[config.mk]
export PLATFORM = sky130hd
export DESIGN_NAME = stepper_motion_parameter_regs
export DESIGN_NICKNAME = d
export VERILOG_FILES = /design/src/shared/motion_param_pkg.sv /design/src/design/stepper_motion_parameter_regs.sv
export SDC_FILE = /design/constraint.sdc
export NUM_CORES = 1
export LEC_CHECK = 0
export BUFFER_PORTS_ARGS = -buffer_cell sky130_fd_sc_hd__buf_2
export CAP_MARGIN = 20
export CORE_MARGIN = 4
export CORE_UTILIZATION = 50
export CTS_BUF_LIST = sky130_fd_sc_hd__clkbuf_8
export DETAILED_ROUTE_END_ITERATION = 8
export PLACE_DENSITY = 0.71
export SLEW_MARGIN = 10
export SYNTH_ARGS = -nofsm -noshare
export SYNTH_HDL_FRONTEND = slang
export SYNTH_SLANG_ARGS = --single-unit
[constraint.sdc]
create_clock -name clk_sys -period 3.9 [get_ports clk_sys]
set_clock_uncertainty 0.1 [all_clocks]
set_input_delay 0.195 -clock clk_sys [delete_from_list [all_inputs] [get_ports clk_sys]]
set_output_delay 0.195 -clock clk_sys [all_outputs]
set_load 0.05 [all_outputs]
[src/shared/motion_param_pkg.sv]
// What this block does
// - Mark position holds a 22-bit signed two's-complement position in step units.
// - Current velocity reads as unsigned 0.28 steps per 250 ns tick.
// - Writes to current velocity or analog result are dropped and flag rejection.
// - Ramp up and ramp down rates hold unsigned 0.40 steps per tick squared.
// - Ramp up rate all ones selects infinite acceleration, no ramp.
// - In infinite acceleration mode the ramp down rate is ignored.
// - Rate and timing writes while running are dropped and flag rejection.
// - Speed ceiling holds unsigned 0.18 steps per tick, limiting top speed.
// - Speed floor holds minimum speed at two to the minus 24 per LSB.
// - Speed above full-step threshold switches drive to full-step two-phase-on.
// - Threshold at maximum code keeps microstepping always.
// - Threshold zero still means about 7.63 steps per second, not forced full step.
// - Torque code chosen by motion state: stopped, cruise, speedup, slowdown.
// - Torque code n means (n+1) times 31.25 mA, up to 4 A.
// - Decay timing: upper nibble fast decay, lower nibble fall step, (n+1)*0.5us.
// - Minimum on-time code n means (n+1)*0.5 us, up to 64 us.
// - Minimum off-time code n means (n+1)*0.5 us; code 126 is 63.5 us.
// - Analog result holds 5-bit conversion, code n is n/32 of reference.
// - Step config: sync enable bit 7, source bits 6..4, step select 2..0.
// - Step select: 000 full, 001 half, 010 quarter, 011 eighth, 1xx sixteenth.
// - Any change of step resolution resets electrical position to first microstep.
// - Sync off drives busy low during commands; sync on outputs selected clock for source codes 0 to 4, held low for codes 5 to 7.
package motion_param_pkg;
   localparam logic [4:0] ADDR_MARK     = 5'h03;
   localparam logic [4:0] ADDR_SPEED    = 5'h04;
   localparam logic [4:0] ADDR_RAMP_UP  = 5'h05;
   localparam logic [4:0] ADDR_RAMP_DN  = 5'h06;
   localparam logic [4:0] ADDR_MAXSPD   = 5'h07;
   localparam logic [4:0] ADDR_MINSPD   = 5'h08;
   localparam logic [4:0] ADDR_TQ_STOP  = 5'h09;
   localparam logic [4:0] ADDR_TQ_RUN   = 5'h0a;
   localparam logic [4:0] ADDR_TQ_UP    = 5'h0b;
   localparam logic [4:0] ADDR_TQ_DOWN  = 5'h0c;
   localparam logic [4:0] ADDR_DECAY    = 5'h0e;
   localparam logic [4:0] ADDR_TON      = 5'h0f;
   localparam logic [4:0] ADDR_TOFF     = 5'h10;
   localparam logic [4:0] ADDR_ADC      = 5'h12;
   localparam logic [4:0] ADDR_OCD      = 5'h13;
   localparam logic [4:0] ADDR_FS_THR   = 5'h15;
   localparam logic [4:0] ADDR_STEPCFG  = 5'h16;

   localparam logic [21:0] RST_MARK    = 22'h000000;
   localparam logic [11:0] RST_RATE    = 12'h08a;
   localparam logic [11:0] RATE_INF    = 12'hfff;
   localparam logic [9:0]  RST_MAXSPD  = 10'h041;
   localparam logic [12:0] RST_MINSPD  = 13'h0000;
   localparam logic [9:0]  RST_FS_THR  = 10'h027;
   localparam logic [9:0]  FS_NEVER    = 10'h3ff;
   localparam logic [6:0]  RST_TQ      = 7'h29;
   localparam logic [7:0]  RST_DECAY   = 8'h19;
   localparam logic [6:0]  RST_TON     = 7'h29;
   localparam logic [6:0]  RST_TOFF    = 7'h29;
   localparam logic [3:0]  RST_OCD     = 4'h8;
   localparam logic [7:0]  RST_STEPCFG = 8'h07;
   localparam logic [8:0]  EL_POS_HOME = 9'h000;

   localparam int SYNC_EN_BIT   = 7;
   localparam int SYNC_SEL_HI   = 6;
   localparam int SYNC_SEL_LO   = 4;
   localparam int STEP_SEL_HI   = 2;
   localparam int STEP_SEL_LO   = 0;
   localparam int SPEED_W       = 20;
   // Velocity is 0.28; threshold is 0.18 plus half LSB: align at bit 10
   localparam int FS_SHIFT      = 10;
   localparam logic [19:0] FS_HALF_LSB = 20'h00200;
   localparam logic [2:0] SYNC_SRC_LAST = 3'h4;

   typedef enum logic [3:0] {
      MOT_STOPPED  = 4'b0001,
      MOT_CRUISE   = 4'b0010,
      MOT_SPEEDUP  = 4'b0100,
      MOT_SLOWDOWN = 4'b1000
   } motion_state_t;

   typedef struct packed {
      logic        wr;
      logic        rd;
      logic [4:0]  addr;
      logic [21:0] wdata;
   } reg_req_t;

   typedef struct packed {
      logic [21:0] mark_position;
      logic [11:0] ramp_up_rate;
      logic [11:0] ramp_down_rate;
      logic [9:0]  speed_ceiling;
      logic [12:0] speed_floor;
      logic [9:0]  fullstep_threshold;
      logic [6:0]  torque_current_stopped;
      logic [6:0]  torque_current_cruise;
      logic [6:0]  torque_current_speedup;
      logic [6:0]  torque_current_slowdown;
      logic [7:0]  decay_timing;
      logic [6:0]  min_on_time;
      logic [6:0]  min_off_time;
      logic [3:0]  overcurrent_level;
      logic [7:0]  microstep_config;
      logic [21:0] rdata;
      logic        rejected_command_flag;
      logic        el_pos_reset;
      logic        fullstep_mode;
      logic [6:0]  torque_dac;
      logic        busy_sync;
   } param_state_t;
endpackage

[src/design/stepper_motion_parameter_regs.sv]
`timescale 1ns/1ps
module stepper_motion_parameter_regs (
   input  wire logic                            clk_sys,
   input  wire logic                            rstn,
   input  wire motion_param_pkg::reg_req_t      req,
   input  wire logic                            flag_clear,
   input  wire logic                            motor_running,
   input  wire motion_param_pkg::motion_state_t motion_state,
   input  wire logic [19:0]                     current_velocity,
   input  wire logic [4:0]                      analog_input_result,
   input  wire logic                            cmd_busy,
   input  wire logic [7:0]                      el_pos,
   output logic [21:0]                          rdata,
   output logic                                 rejected_command_flag,
   output logic [21:0]                          mark_position,
   output logic [11:0]                          ramp_up_rate,
   output logic [11:0]                          ramp_down_eff,
   output logic                                 infinite_accel,
   output logic [9:0]                           speed_ceiling,
   output logic [12:0]                          speed_floor,
   output logic                                 fullstep_mode,
   output logic [6:0]                           torque_dac,
   output logic [3:0]                           max_fast_decay_time,
   output logic [3:0]                           max_fall_step_time,
   output logic [6:0]                           min_on_time,
   output logic [6:0]                           min_off_time,
   output logic [3:0]                           overcurrent_level,
   output logic [2:0]                           step_select,
   output logic                                 el_pos_reset,
   output logic                                 busy_sync
);
   import motion_param_pkg::*;

   param_state_t s;
   param_state_t next_s;
   logic         reject;
   logic         guarded;
   logic [19:0]  fs_level;
   logic [2:0]   sync_sel;

   // Stopped-only registers refuse writes while the motor runs
   always_comb begin
      guarded = (req.addr == ADDR_RAMP_UP) || (req.addr == ADDR_RAMP_DN) ||
                (req.addr == ADDR_DECAY) || (req.addr == ADDR_TON) ||
                (req.addr == ADDR_TOFF);
      reject  = req.wr && ((req.addr == ADDR_SPEED) ||
                (req.addr == ADDR_ADC) || (guarded && motor_running));
   end

   assign fs_level = {s.fullstep_threshold, FS_SHIFT'(0)} | FS_HALF_LSB;
   assign sync_sel = s.microstep_config[SYNC_SEL_HI:SYNC_SEL_LO];

   always_comb begin
      next_s = s;
      next_s.el_pos_reset = 1'b0;
      if (req.wr && !reject) begin
         case (req.addr)
            ADDR_MARK:    next_s.mark_position = req.wdata;
            ADDR_RAMP_UP: next_s.ramp_up_rate = req.wdata[11:0];
            ADDR_RAMP_DN: next_s.ramp_down_rate = req.wdata[11:0];
            ADDR_MAXSPD:  next_s.speed_ceiling = req.wdata[9:0];
            ADDR_MINSPD:  next_s.speed_floor = req.wdata[12:0];
            ADDR_FS_THR:  next_s.fullstep_threshold = req.wdata[9:0];
            ADDR_TQ_STOP: next_s.torque_current_stopped = req.wdata[6:0];
            ADDR_TQ_RUN:  next_s.torque_current_cruise = req.wdata[6:0];
            ADDR_TQ_UP:   next_s.torque_current_speedup = req.wdata[6:0];
            ADDR_TQ_DOWN: next_s.torque_current_slowdown = req.wdata[6:0];
            ADDR_DECAY:   next_s.decay_timing = req.wdata[7:0];
            ADDR_TON:     next_s.min_on_time = req.wdata[6:0];
            ADDR_TOFF:    next_s.min_off_time = req.wdata[6:0];
            ADDR_OCD:     next_s.overcurrent_level = req.wdata[3:0];
            ADDR_STEPCFG: begin
               next_s.microstep_config = req.wdata[7:0];
               next_s.el_pos_reset = req.wdata[STEP_SEL_HI:STEP_SEL_LO] !=
                  s.microstep_config[STEP_SEL_HI:STEP_SEL_LO];
            end
            default: ;
         endcase
      end
      if (req.rd) begin
         case (req.addr)
            ADDR_MARK:    next_s.rdata = s.mark_position;
            ADDR_SPEED:   next_s.rdata = 22'(current_velocity);
            ADDR_RAMP_UP: next_s.rdata = 22'(s.ramp_up_rate);
            ADDR_RAMP_DN: next_s.rdata = 22'(s.ramp_down_rate);
            ADDR_MAXSPD:  next_s.rdata = 22'(s.speed_ceiling);
            ADDR_MINSPD:  next_s.rdata = 22'(s.speed_floor);
            ADDR_FS_THR:  next_s.rdata = 22'(s.fullstep_threshold);
            ADDR_TQ_STOP: next_s.rdata = 22'(s.torque_current_stopped);
            ADDR_TQ_RUN:  next_s.rdata = 22'(s.torque_current_cruise);
            ADDR_TQ_UP:   next_s.rdata = 22'(s.torque_current_speedup);
            ADDR_TQ_DOWN: next_s.rdata = 22'(s.torque_current_slowdown);
            ADDR_DECAY:   next_s.rdata = 22'(s.decay_timing);
            ADDR_TON:     next_s.rdata = 22'(s.min_on_time);
            ADDR_TOFF:    next_s.rdata = 22'(s.min_off_time);
            ADDR_ADC:     next_s.rdata = 22'(analog_input_result);
            ADDR_OCD:     next_s.rdata = 22'(s.overcurrent_level);
            ADDR_STEPCFG: next_s.rdata = 22'(s.microstep_config);
            default:      next_s.rdata = '0;
         endcase
      end
      // Set beats clear so a rejection in the clear cycle is kept
      if (reject) begin
         next_s.rejected_command_flag = 1'b1;
      end else if (flag_clear) begin
         next_s.rejected_command_flag = 1'b0;
      end
      // Maximum code never switches; zero still compares at half LSB
      next_s.fullstep_mode = (s.fullstep_threshold != FS_NEVER) &&
                             (current_velocity > fs_level);
      case (motion_state)
         MOT_STOPPED:  next_s.torque_dac = s.torque_current_stopped;
         MOT_CRUISE:   next_s.torque_dac = s.torque_current_cruise;
         MOT_SPEEDUP:  next_s.torque_dac = s.torque_current_speedup;
         MOT_SLOWDOWN: next_s.torque_dac = s.torque_current_slowdown;
         default:      next_s.torque_dac = s.torque_current_stopped;
      endcase
      if (!s.microstep_config[SYNC_EN_BIT]) begin
         next_s.busy_sync = !cmd_busy;
      end else if (sync_sel > SYNC_SRC_LAST) begin
         next_s.busy_sync = 1'b0;
      end else begin
         next_s.busy_sync = el_pos[3'd7 - sync_sel];
      end
   end

   always_ff @(posedge clk_sys) begin
      if (!rstn) begin
         s.mark_position           <= RST_MARK;
         s.ramp_up_rate            <= RST_RATE;
         s.ramp_down_rate          <= RST_RATE;
         s.speed_ceiling           <= RST_MAXSPD;
         s.speed_floor             <= RST_MINSPD;
         s.fullstep_threshold      <= RST_FS_THR;
         s.torque_current_stopped  <= RST_TQ;
         s.torque_current_cruise   <= RST_TQ;
         s.torque_current_speedup  <= RST_TQ;
         s.torque_current_slowdown <= RST_TQ;
         s.decay_timing            <= RST_DECAY;
         s.min_on_time             <= RST_TON;
         s.min_off_time            <= RST_TOFF;
         s.overcurrent_level       <= RST_OCD;
         s.microstep_config        <= RST_STEPCFG;
         s.rdata                   <= '0;
         s.rejected_command_flag   <= 1'b0;
         s.el_pos_reset            <= 1'b0;
         s.fullstep_mode           <= 1'b0;
         s.torque_dac              <= RST_TQ;
         s.busy_sync               <= 1'b1;
      end else begin
         s <= next_s;
      end
   end

   assign rdata                 = s.rdata;
   assign rejected_command_flag = s.rejected_command_flag;
   assign mark_position         = s.mark_position;
   assign ramp_up_rate          = s.ramp_up_rate;
   assign infinite_accel        = (s.ramp_up_rate == RATE_INF);
   // Engine sees the same all-ones rate for slowdown, so no ramp either way
   assign ramp_down_eff = infinite_accel ? RATE_INF : s.ramp_down_rate;
   assign speed_ceiling         = s.speed_ceiling;
   assign speed_floor           = s.speed_floor;
   assign fullstep_mode         = s.fullstep_mode;
   assign torque_dac            = s.torque_dac;
   assign max_fast_decay_time   = s.decay_timing[7:4];
   assign max_fall_step_time    = s.decay_timing[3:0];
   assign min_on_time           = s.min_on_time;
   assign min_off_time          = s.min_off_time;
   assign overcurrent_level     = s.overcurrent_level;
   // Codes 1xx all collapse to sixteenth stepping
   assign step_select = s.microstep_config[STEP_SEL_HI] ? 3'h4 :
                        s.microstep_config[STEP_SEL_HI:STEP_SEL_LO];
   assign el_pos_reset          = s.el_pos_reset;
   assign busy_sync             = s.busy_sync;

   logic fullstep_threshold_max;
   assign fullstep_threshold_max = (s.fullstep_threshold == FS_NEVER);

   chk_reject_write: assert property (
      @(posedge clk_sys) disable iff (!rstn)
      req.wr && (req.addr == ADDR_SPEED || req.addr == ADDR_ADC)
      |=> rejected_command_flag)
      else $error("read-only write not flagged");
   chk_running_guard: assert property (
      @(posedge clk_sys) disable iff (!rstn)
      req.wr && motor_running && req.addr == ADDR_RAMP_UP
      |=> $stable(ramp_up_rate) && rejected_command_flag)
      else $error("running write took effect");
   chk_set_wins: assert property (
      @(posedge clk_sys) disable iff (!rstn)
      reject && flag_clear |=> rejected_command_flag)
      else $error("clear beat set");
   chk_flag_clear: assert property (
      @(posedge clk_sys) disable iff (!rstn)
      flag_clear && !reject |=> !rejected_command_flag)
      else $error("flag not cleared");
   chk_mark_write: assert property (
      @(posedge clk_sys) disable iff (!rstn)
      req.wr && req.addr == ADDR_MARK |=> mark_position == $past(req.wdata))
      else $error("mark not stored");
   chk_speed_read: assert property (
      @(posedge clk_sys) disable iff (!rstn)
      req.rd && req.addr == ADDR_SPEED
      |=> rdata == 22'($past(current_velocity)))
      else $error("speed read wrong");
   chk_infinite_dec: assert property (
      @(posedge clk_sys) disable iff (!rstn)
      infinite_accel |-> ramp_down_eff == RATE_INF)
      else $error("slowdown rate not ignored");
   chk_never_full: assert property (
      @(posedge clk_sys) disable iff (!rstn)
      $past(fullstep_threshold_max) |-> !fullstep_mode)
      else $error("full step at max threshold");
   chk_torque_stop: assert property (
      @(posedge clk_sys) disable iff (!rstn)
      motion_state == MOT_STOPPED && $stable(s.torque_current_stopped)
      |=> torque_dac == $past(s.torque_current_stopped))
      else $error("wrong torque source");
   // Raw field compare: 1xx to 1yy also restarts the sine table
   chk_step_reset: assert property (
      @(posedge clk_sys) disable iff (!rstn)
      el_pos_reset |-> s.microstep_config[STEP_SEL_HI:STEP_SEL_LO] !=
         $past(s.microstep_config[STEP_SEL_HI:STEP_SEL_LO]))
      else $error("spurious position reset");
   chk_busy_low: assert property (
      @(posedge clk_sys) disable iff (!rstn)
      !s.microstep_config[SYNC_EN_BIT] && cmd_busy
      && $stable(s.microstep_config) |=> !busy_sync)
      else $error("busy not low");

   cov_reject: cover property (@(posedge clk_sys) disable iff (!rstn)
      reject && motor_running);
   cov_fullstep: cover property (@(posedge clk_sys) disable iff (!rstn)
      $rose(fullstep_mode));
   cov_step_change: cover property (@(posedge clk_sys) disable iff (!rstn)
      el_pos_reset);
   cov_sync_clock: cover property (@(posedge clk_sys) disable iff (!rstn)
      s.microstep_config[SYNC_EN_BIT] && $rose(busy_sync));
endmodule

==> out/metrics.cfg, run 1 <==
[status]
status = complete, no violations

[final_layout]
multi_input_area_sq_um = 4720
fillers = 1727
final_area_sq_um = 10300
fin_util_pct = 55.2
insertedDiodeCount = 0
finalNonFillerCells = 1397
nets = 1231
area_growth_pct = 8.69
regArea_sq_um = 3480
drive_gt1_share_pct = 24.5

[logic_synthesis]
synth_seq_cells = 174
synth_nets = 1174
synth_top_area_share_pct = 36.8
syn_area_sq_um = 9470
synth_flop_cell = dfxtp_1
postSynthAreaPerCell_sq_um = 8.66
synth_warnings = 0
ys_types = 73
synth_area_leaders = dfxtp_1 (37%), buf_4 (9.8%), mux2i_1 (7.2%)
async_flop_share_pct = 0
syn_inst = 1093
yosysTopAreaCell = dfxtp_1
yosysSeqAreaShare_pct = 36.8
synth-edff-count = 0

[clock_tree]
clock-root-buffer = clkbuf_8
post_cts_resized = 0
cts_buffer_depth = 2
clk_latency_ns = 0.48
post_cts_buffers = 0
htreeDepth = 4
cts_tree = yes
cts_buffers = 17
clkSinkCount = 174
clk_pin_slew_worst_paths_ns = 0.09
holdBufCountCts = 17

[hold_path]
hold_path.class = in2reg

[floorplan]
start_util_pct = 50.8
fp-row-count = 50
core_sq_um = 18600
die_w_microns = 146
ios = 203
die_area_sq_um = 21200
die_y_microns = 146

[timing]
timing.fmax_mhz = 401
tns_ns = 0
final.period_utilization_pct = 64.0
drv_slew = 0
finalCriticalPeriod_ns = 2.50
slew_headroom_pct = 31.3
setup_ws_ns = 1.40
setup-violations-final = 0
finalHoldViolCount = 0
rsz0062_at_grt = no
worst_pin_slew_ns = 1.03
holdWs_ns = 0.0176

[place]
dp.final_hpwl_microns = 21700
dp.cells = 1348
port_buffers = 199
gp_congestion = 0.994
place_area_sq_um = 9650
place_ws_ns = 0.964

[power_and_ir_drop]
p_total_mw = 3.68
power_density_nw_per_um2 = 358
power.static_leakage_nw = 4.27
irDropWorstVdd_mv = 0.218

[critical_path]
critical_path.cell_chain = nand4_1 -> nor3_2 -> or2_2 -> buf_2
crit_fanout = 13
worstSetupPathType = reg2out
critPathRequiredTime_ns = 3.61
worstPathArrival_ns = 2.20
crit_slowest_cell = nor3_2
crit_path_start_kind = flip-flop
max_stage_delay_ns = 0.61
cp-end-kind = output port

[grt]
gr-total-overflow = 0
track_usage_pct = 28.1
grt_pass1_vias = 7983
grt_pass1_wl_microns = 47400
antenna_found_initial = 0
grt_max_degree = 113

[detailed_routing]
wire_per_inst_microns = 22.0
route.vias.total = 8457
drtIter0Drc = 999
drt_pass1_iterations = 5
drc = 0
drtAntennaViolNets = 0
via_per_inst = 6.05
wirelength_microns = 30700

[flow_run]
maxCapViolations = 0

## registers in the layout (all words and copies together), names as in the netlist
register,flops
s,48
mark_position,22
rdata,22
speed_floor,13
ramp_up_rate,12
fs_level,10
speed_ceiling,10
min_off_time,7
min_on_time,7
torque_dac,7
max_fall_step_time,4
max_fast_decay_time,4
overcurrent_level,4
busy_sync,1
el_pos_reset,1
fullstep_mode,1
rejected_command_flag,1
## Yosys cell counts, types with 13 or more instances
library cell,number
buf_4,123
a21boi_0,61
a21oi_1,17
nor2b_1,68
nand3_1,72
nor2_1,15
a22oi_1,36
buf_2,20
mux2i_1,68
clkbuf_1,45
inv_1,13
o21ai_0,42
dfxtp_1,174
nand4_1,14
or2_2,13
nand2_1,138
## kinds of logic (layout without fill, tap and decap cells)
family	after synthesis	after routing	share of synthesized area [%]
fa+ha+maj	10	10	1.32
xor+xnor	3	3	0.277
flops	174	174	36.8
simple gates	389	389	21.4
compound gates	237	237	18.4
mux	75	75	8.26
buf+inv	205	275	13.5
## placed cells by master (no fill, tap or decap), drive strengths merged, types with 5 or more instances in the layout
master	count
nor4	5
dfxtp	174
clkbuf	19
o2bb2ai	8
nand4	14
mux2i	68
a21boi	65
and2	10
bufinv	5
a222oi	5
a221oi	7
buf	213
nor2b	68
a22oi	37
and3	10
nor3	10
ha	10
a21oi	17
nand2	138
nand3b	5
nor2	21
o21a	5
a32oi	7
a22o	7
o21ai	45
mux2	5
or2	13
dlygate4sd3	17
nand2b	7
nand3	72
clkinv	6
inv	14
## power breakdown
part           total, mW  internal [mW]  switching, mW  leakage (nW)
Combinational      0.387          0.126          0.261          2.63
Sequential          1.81           1.79         0.0150          1.41
Clock               1.49          0.800          0.688         0.236
## layout make-up
class | instances | share of cell area (%)
multi-input cells | 714 | 45.9
flip-flops and latches | 174 | 33.8
repair buffers | 230 | 12.4
well taps | 234 | 2.84
clock buffers | 19 | 2.54
clock inverters | 13 | 2.05
inverters | 13 | 0.474
## per-layer routing
metal / global-route usage (%) / wire (microns) / up-vias
li1: - / - / 3862
met5: 0 / 0 / -
met2: 42.6 / 13500 / 511
met1: 37.7 / 12800 / 3991
met3: 6.57 / 3030 / 93
met4: 14.0 / 1370 / 0
## critical path: cells and delay by family, from the launching register on
family | cells | cell delay (ns)
simple gates | 3 | 1.00
flops | 1 | 0.46
buf+inv | 1 | 0.26
## final timing paths
| path | endpoint | slack (ns) | cells past startpoint | from |
|---|---|---|---|---|
| hold reg to reg | rdata[21]$_SDFFE_PN0P_ | 0.37 | 2 | rdata[21]$_SDFFE_PN0P_ |
| setup reg to reg | fullstep_mode$_SDFF_PN0_ | 1.81 | 6 | fs_level[11]$_SDFFE_PN1P_ |
| hold / removal | fullstep_mode$_SDFF_PN0_ | 0.02 | 3 | current_velocity[19] |
| setup / recovery | ramp_down_eff[0] | 1.40 | 4 | ramp_up_rate[11]$_SDFFE_PN0P_ |
No activity file was read; power rests on OpenSTA's default activity.
==> run 2, diff against run 1 <==
==> constraint.sdc (replaced) <==
create_clock -name clk_sys -period 2.4 [get_ports clk_sys]
set_clock_uncertainty 0.1 [all_clocks]
set_input_delay 0.12 -clock clk_sys [delete_from_list [all_inputs] [get_ports clk_sys]]
set_output_delay 0.12 -clock clk_sys [all_outputs]
set_load 0.05 [all_outputs]
==> run 2 against run 1 <==
- critical path depth rose by 2
- worst hold slack barely moved
- sequential share of layout area fell by 1.5 points
- first-iteration DRC count fell by 15%
- sequential cell count did not move
- design area rose by 4.8%
- worst setup slack got worse by 1.1 ns
- routed wire length rose by 2.5%
- sequential power rose by 62%
- count of clock-buffer cells in the layout fell by 1
- non-clock buffer count rose by 66
- clock power rose by 39%
- largest power group unchanged
- highest routed layer unchanged
==> out/metrics.cfg, run 2 (synthesis results as in run 1) <==
[clock_tree]
post_cts_buffers = 0
holdBufCountCts = 39
clkSinkCount = 174
clk_pin_slew_worst_paths_ns = 0.09
clock-root-buffer = clkbuf_8
post_cts_resized = 0
cts_buffers = 17
clk_latency_ns = 0.48
cts_buffer_depth = 2
cts_tree = yes
htreeDepth = 4

[final_layout]
reg.largest.list = s x48, mark_position x22, rdata x22
final_common_cell = buf_2
insertedDiodeCount = 0
nets = 1297
final_cell_mix = buf_2 (198), dfxtp_1 (174), nand2_1 (138)
regMostFlops = s
area_growth_pct = 13.9
final_area_sq_um = 10800
fillers = 1691
drive_gt1_share_pct = 26.6
largest_register_ffs = 48

[detailed_routing]
drtIter0Drc = 845
route.vias.total = 8641
wire_per_inst_microns = 21.5
drtAntennaViolNets = 0
drc = 0
via_per_inst = 5.91
wirelength_microns = 31500
drt_pass1_iterations = 5

[place]
dp.final_hpwl_microns = 23000
gp_congestion = 1.01
place_area_sq_um = 9990
port_buffers = 199

[critical_path]
crit_fanout = 4
critPathRequiredTime_ns = 2.64
cp-end-kind = flip-flop
r2r_cells = 6
worstPathArrival_ns = 2.35
crit_path_start_kind = flip-flop
critical_path.cell_chain = mux4_2 -> nand2b_1 -> o311ai_0 -> o21ai_0 -> dlygate4sd3_1 -> nand2_1
r2r_setup_slack_ns = 0.30
reg2reg_from = s[37]$_SDFFE_PN0P_
cp_num_buf_inv = 1
max_stage_delay_ns = 0.56
worstSetupPathType = reg2reg
rr_endpoint = busy_sync$_SDFF_PN1_
crit_slowest_cell = dlygate4sd3_1
cp_top_family = buffers and inverters

[power_and_ir_drop]
p_comb_share_pct = 12.2
clockPowerShare_pct = 36.3
switching_share_pct = 27.8
p_int_mw = 4.12
switching_power_mw = 1.59
irDropWorstVdd_mv = 0.362
power.static_leakage_nw = 4.54
power_density_nw_per_um2 = 529
p_seq_share_pct = 51.4

[grt]
grt_pass1_wl_microns = 48600
gr-total-overflow = 0
grt_pass1_vias = 8327
track_usage_pct = 29.1
grt_max_degree = 69
antenna_found_initial = 0

[hold_path]
hold_path.class = in2reg
min_path_cells = 4
holdPathEnd = rdata[12]$_SDFFE_PN0P_
min-delay-start = current_velocity[12]

[timing]
slew_headroom_pct = 50.2
timing.fmax_mhz = 476
tns_ns = 0
drv_slew = 0
finalCriticalPeriod_ns = 2.10
worst_pin_slew_ns = 0.744
rsz0062_at_grt = no
finalHoldViolCount = 0
setup-violations-final = 0
final.period_utilization_pct = 87.6

[floorplan]
core_sq_um = 18600
die_area_sq_um = 21200
fp-row-count = 50
die_w_microns = 146
start_util_pct = 50.8
die_y_microns = 146
ios = 203

[status]
status = complete, no violations

[flow_run]
maxCapViolations = 0

## run 2: changes by cell type in the layout (fill, tap and decap cells not counted), sizes merged
cell and change:
clkbuf -1, bufinv -3, buf +43, dlygate4sd3 +23
clkinvlp +2, clkinv +1, inv +1
## run 2: per-layer routing
layer	track usage, %	up-vias	part of all wire (%)
met3	7.19	73	9.3
met2	44.9	488	45
met4	12.9	0	3.5
li1	-	4002	-
met1	38.9	4078	42
met5	0	-	0
## run 2: cell type report
class	instances	area, sq um	share of cell area, %
Multi-Input combinational cell	714	4720	43.7
Clock buffer	18	248	2.30
Inverter	13	48.8	0.452
Timing Repair Buffer	296	1850	17.2
Tap cell	234	293	2.71
Sequential cell	174	3480	32.3
Clock inverter	14	143	1.32
## run 2: power by group through the flow
stage / sequential, mW / combinational, mW / clock (mW)
detailed placement: 3.00 / 0.633 / 0
global placement: 3.00 / 0.629 / 0
global route: 2.94 / 0.738 / 2.22
CTS: 2.94 / 0.683 / 2.10
finish: 2.94 / 0.698 / 2.07
floorplan: 3.00 / 0.403 / 0
## run 2: worst max-delay path by stage
stage	from	end	slack, ns	cells past startpoint
finish	s[37]$_SDFFE_PN0P_	busy_sync$_SDFF_PN1_	0.30	6
global route	s[37]$_SDFFE_PN0P_	busy_sync$_SDFF_PN1_	0.20	6
floorplan	ramp_up_rate[4]$_SDFFE_PN0P_	ramp_down_eff[10]	0.50	4
CTS	ramp_up_rate[11]$_SDFFE_PN0P_	ramp_down_eff[6]	0.29	5
global placement	req[26]	rdata[0]$_SDFFE_PN0P_	0.33	7
detailed placement	req[23]	rdata[7]$_SDFFE_PN0P_	0.26	7
## run 2: worst min-delay path, stage by stage
cell     delay, ns
buf_2         0.11
a22oi_2       0.07
a21oi_1       0.14
o21a_1        0.12
## run 2: through the flow
step | setup slack (ns) | power [mW] | util, % | hold slack [ns] | std cells
2_1_floorplan | 0.496 | 3.41 | - | 0.165 | 1093
3_3_place_gp | 0.328 | 3.63 | 53.6 | 0.272 | 1391
3_5_place_dp | 0.261 | 3.64 | 53.6 | 0.280 | 1391
4_1_cts | 0.289 | 5.71 | 57.8 | 0.00140 | 1462
5_1_grt | 0.196 | 5.89 | 57.8 | 0.0152 | 1463
6_report | 0.297 | 5.71 | 57.8 | 0.0176 | 1463
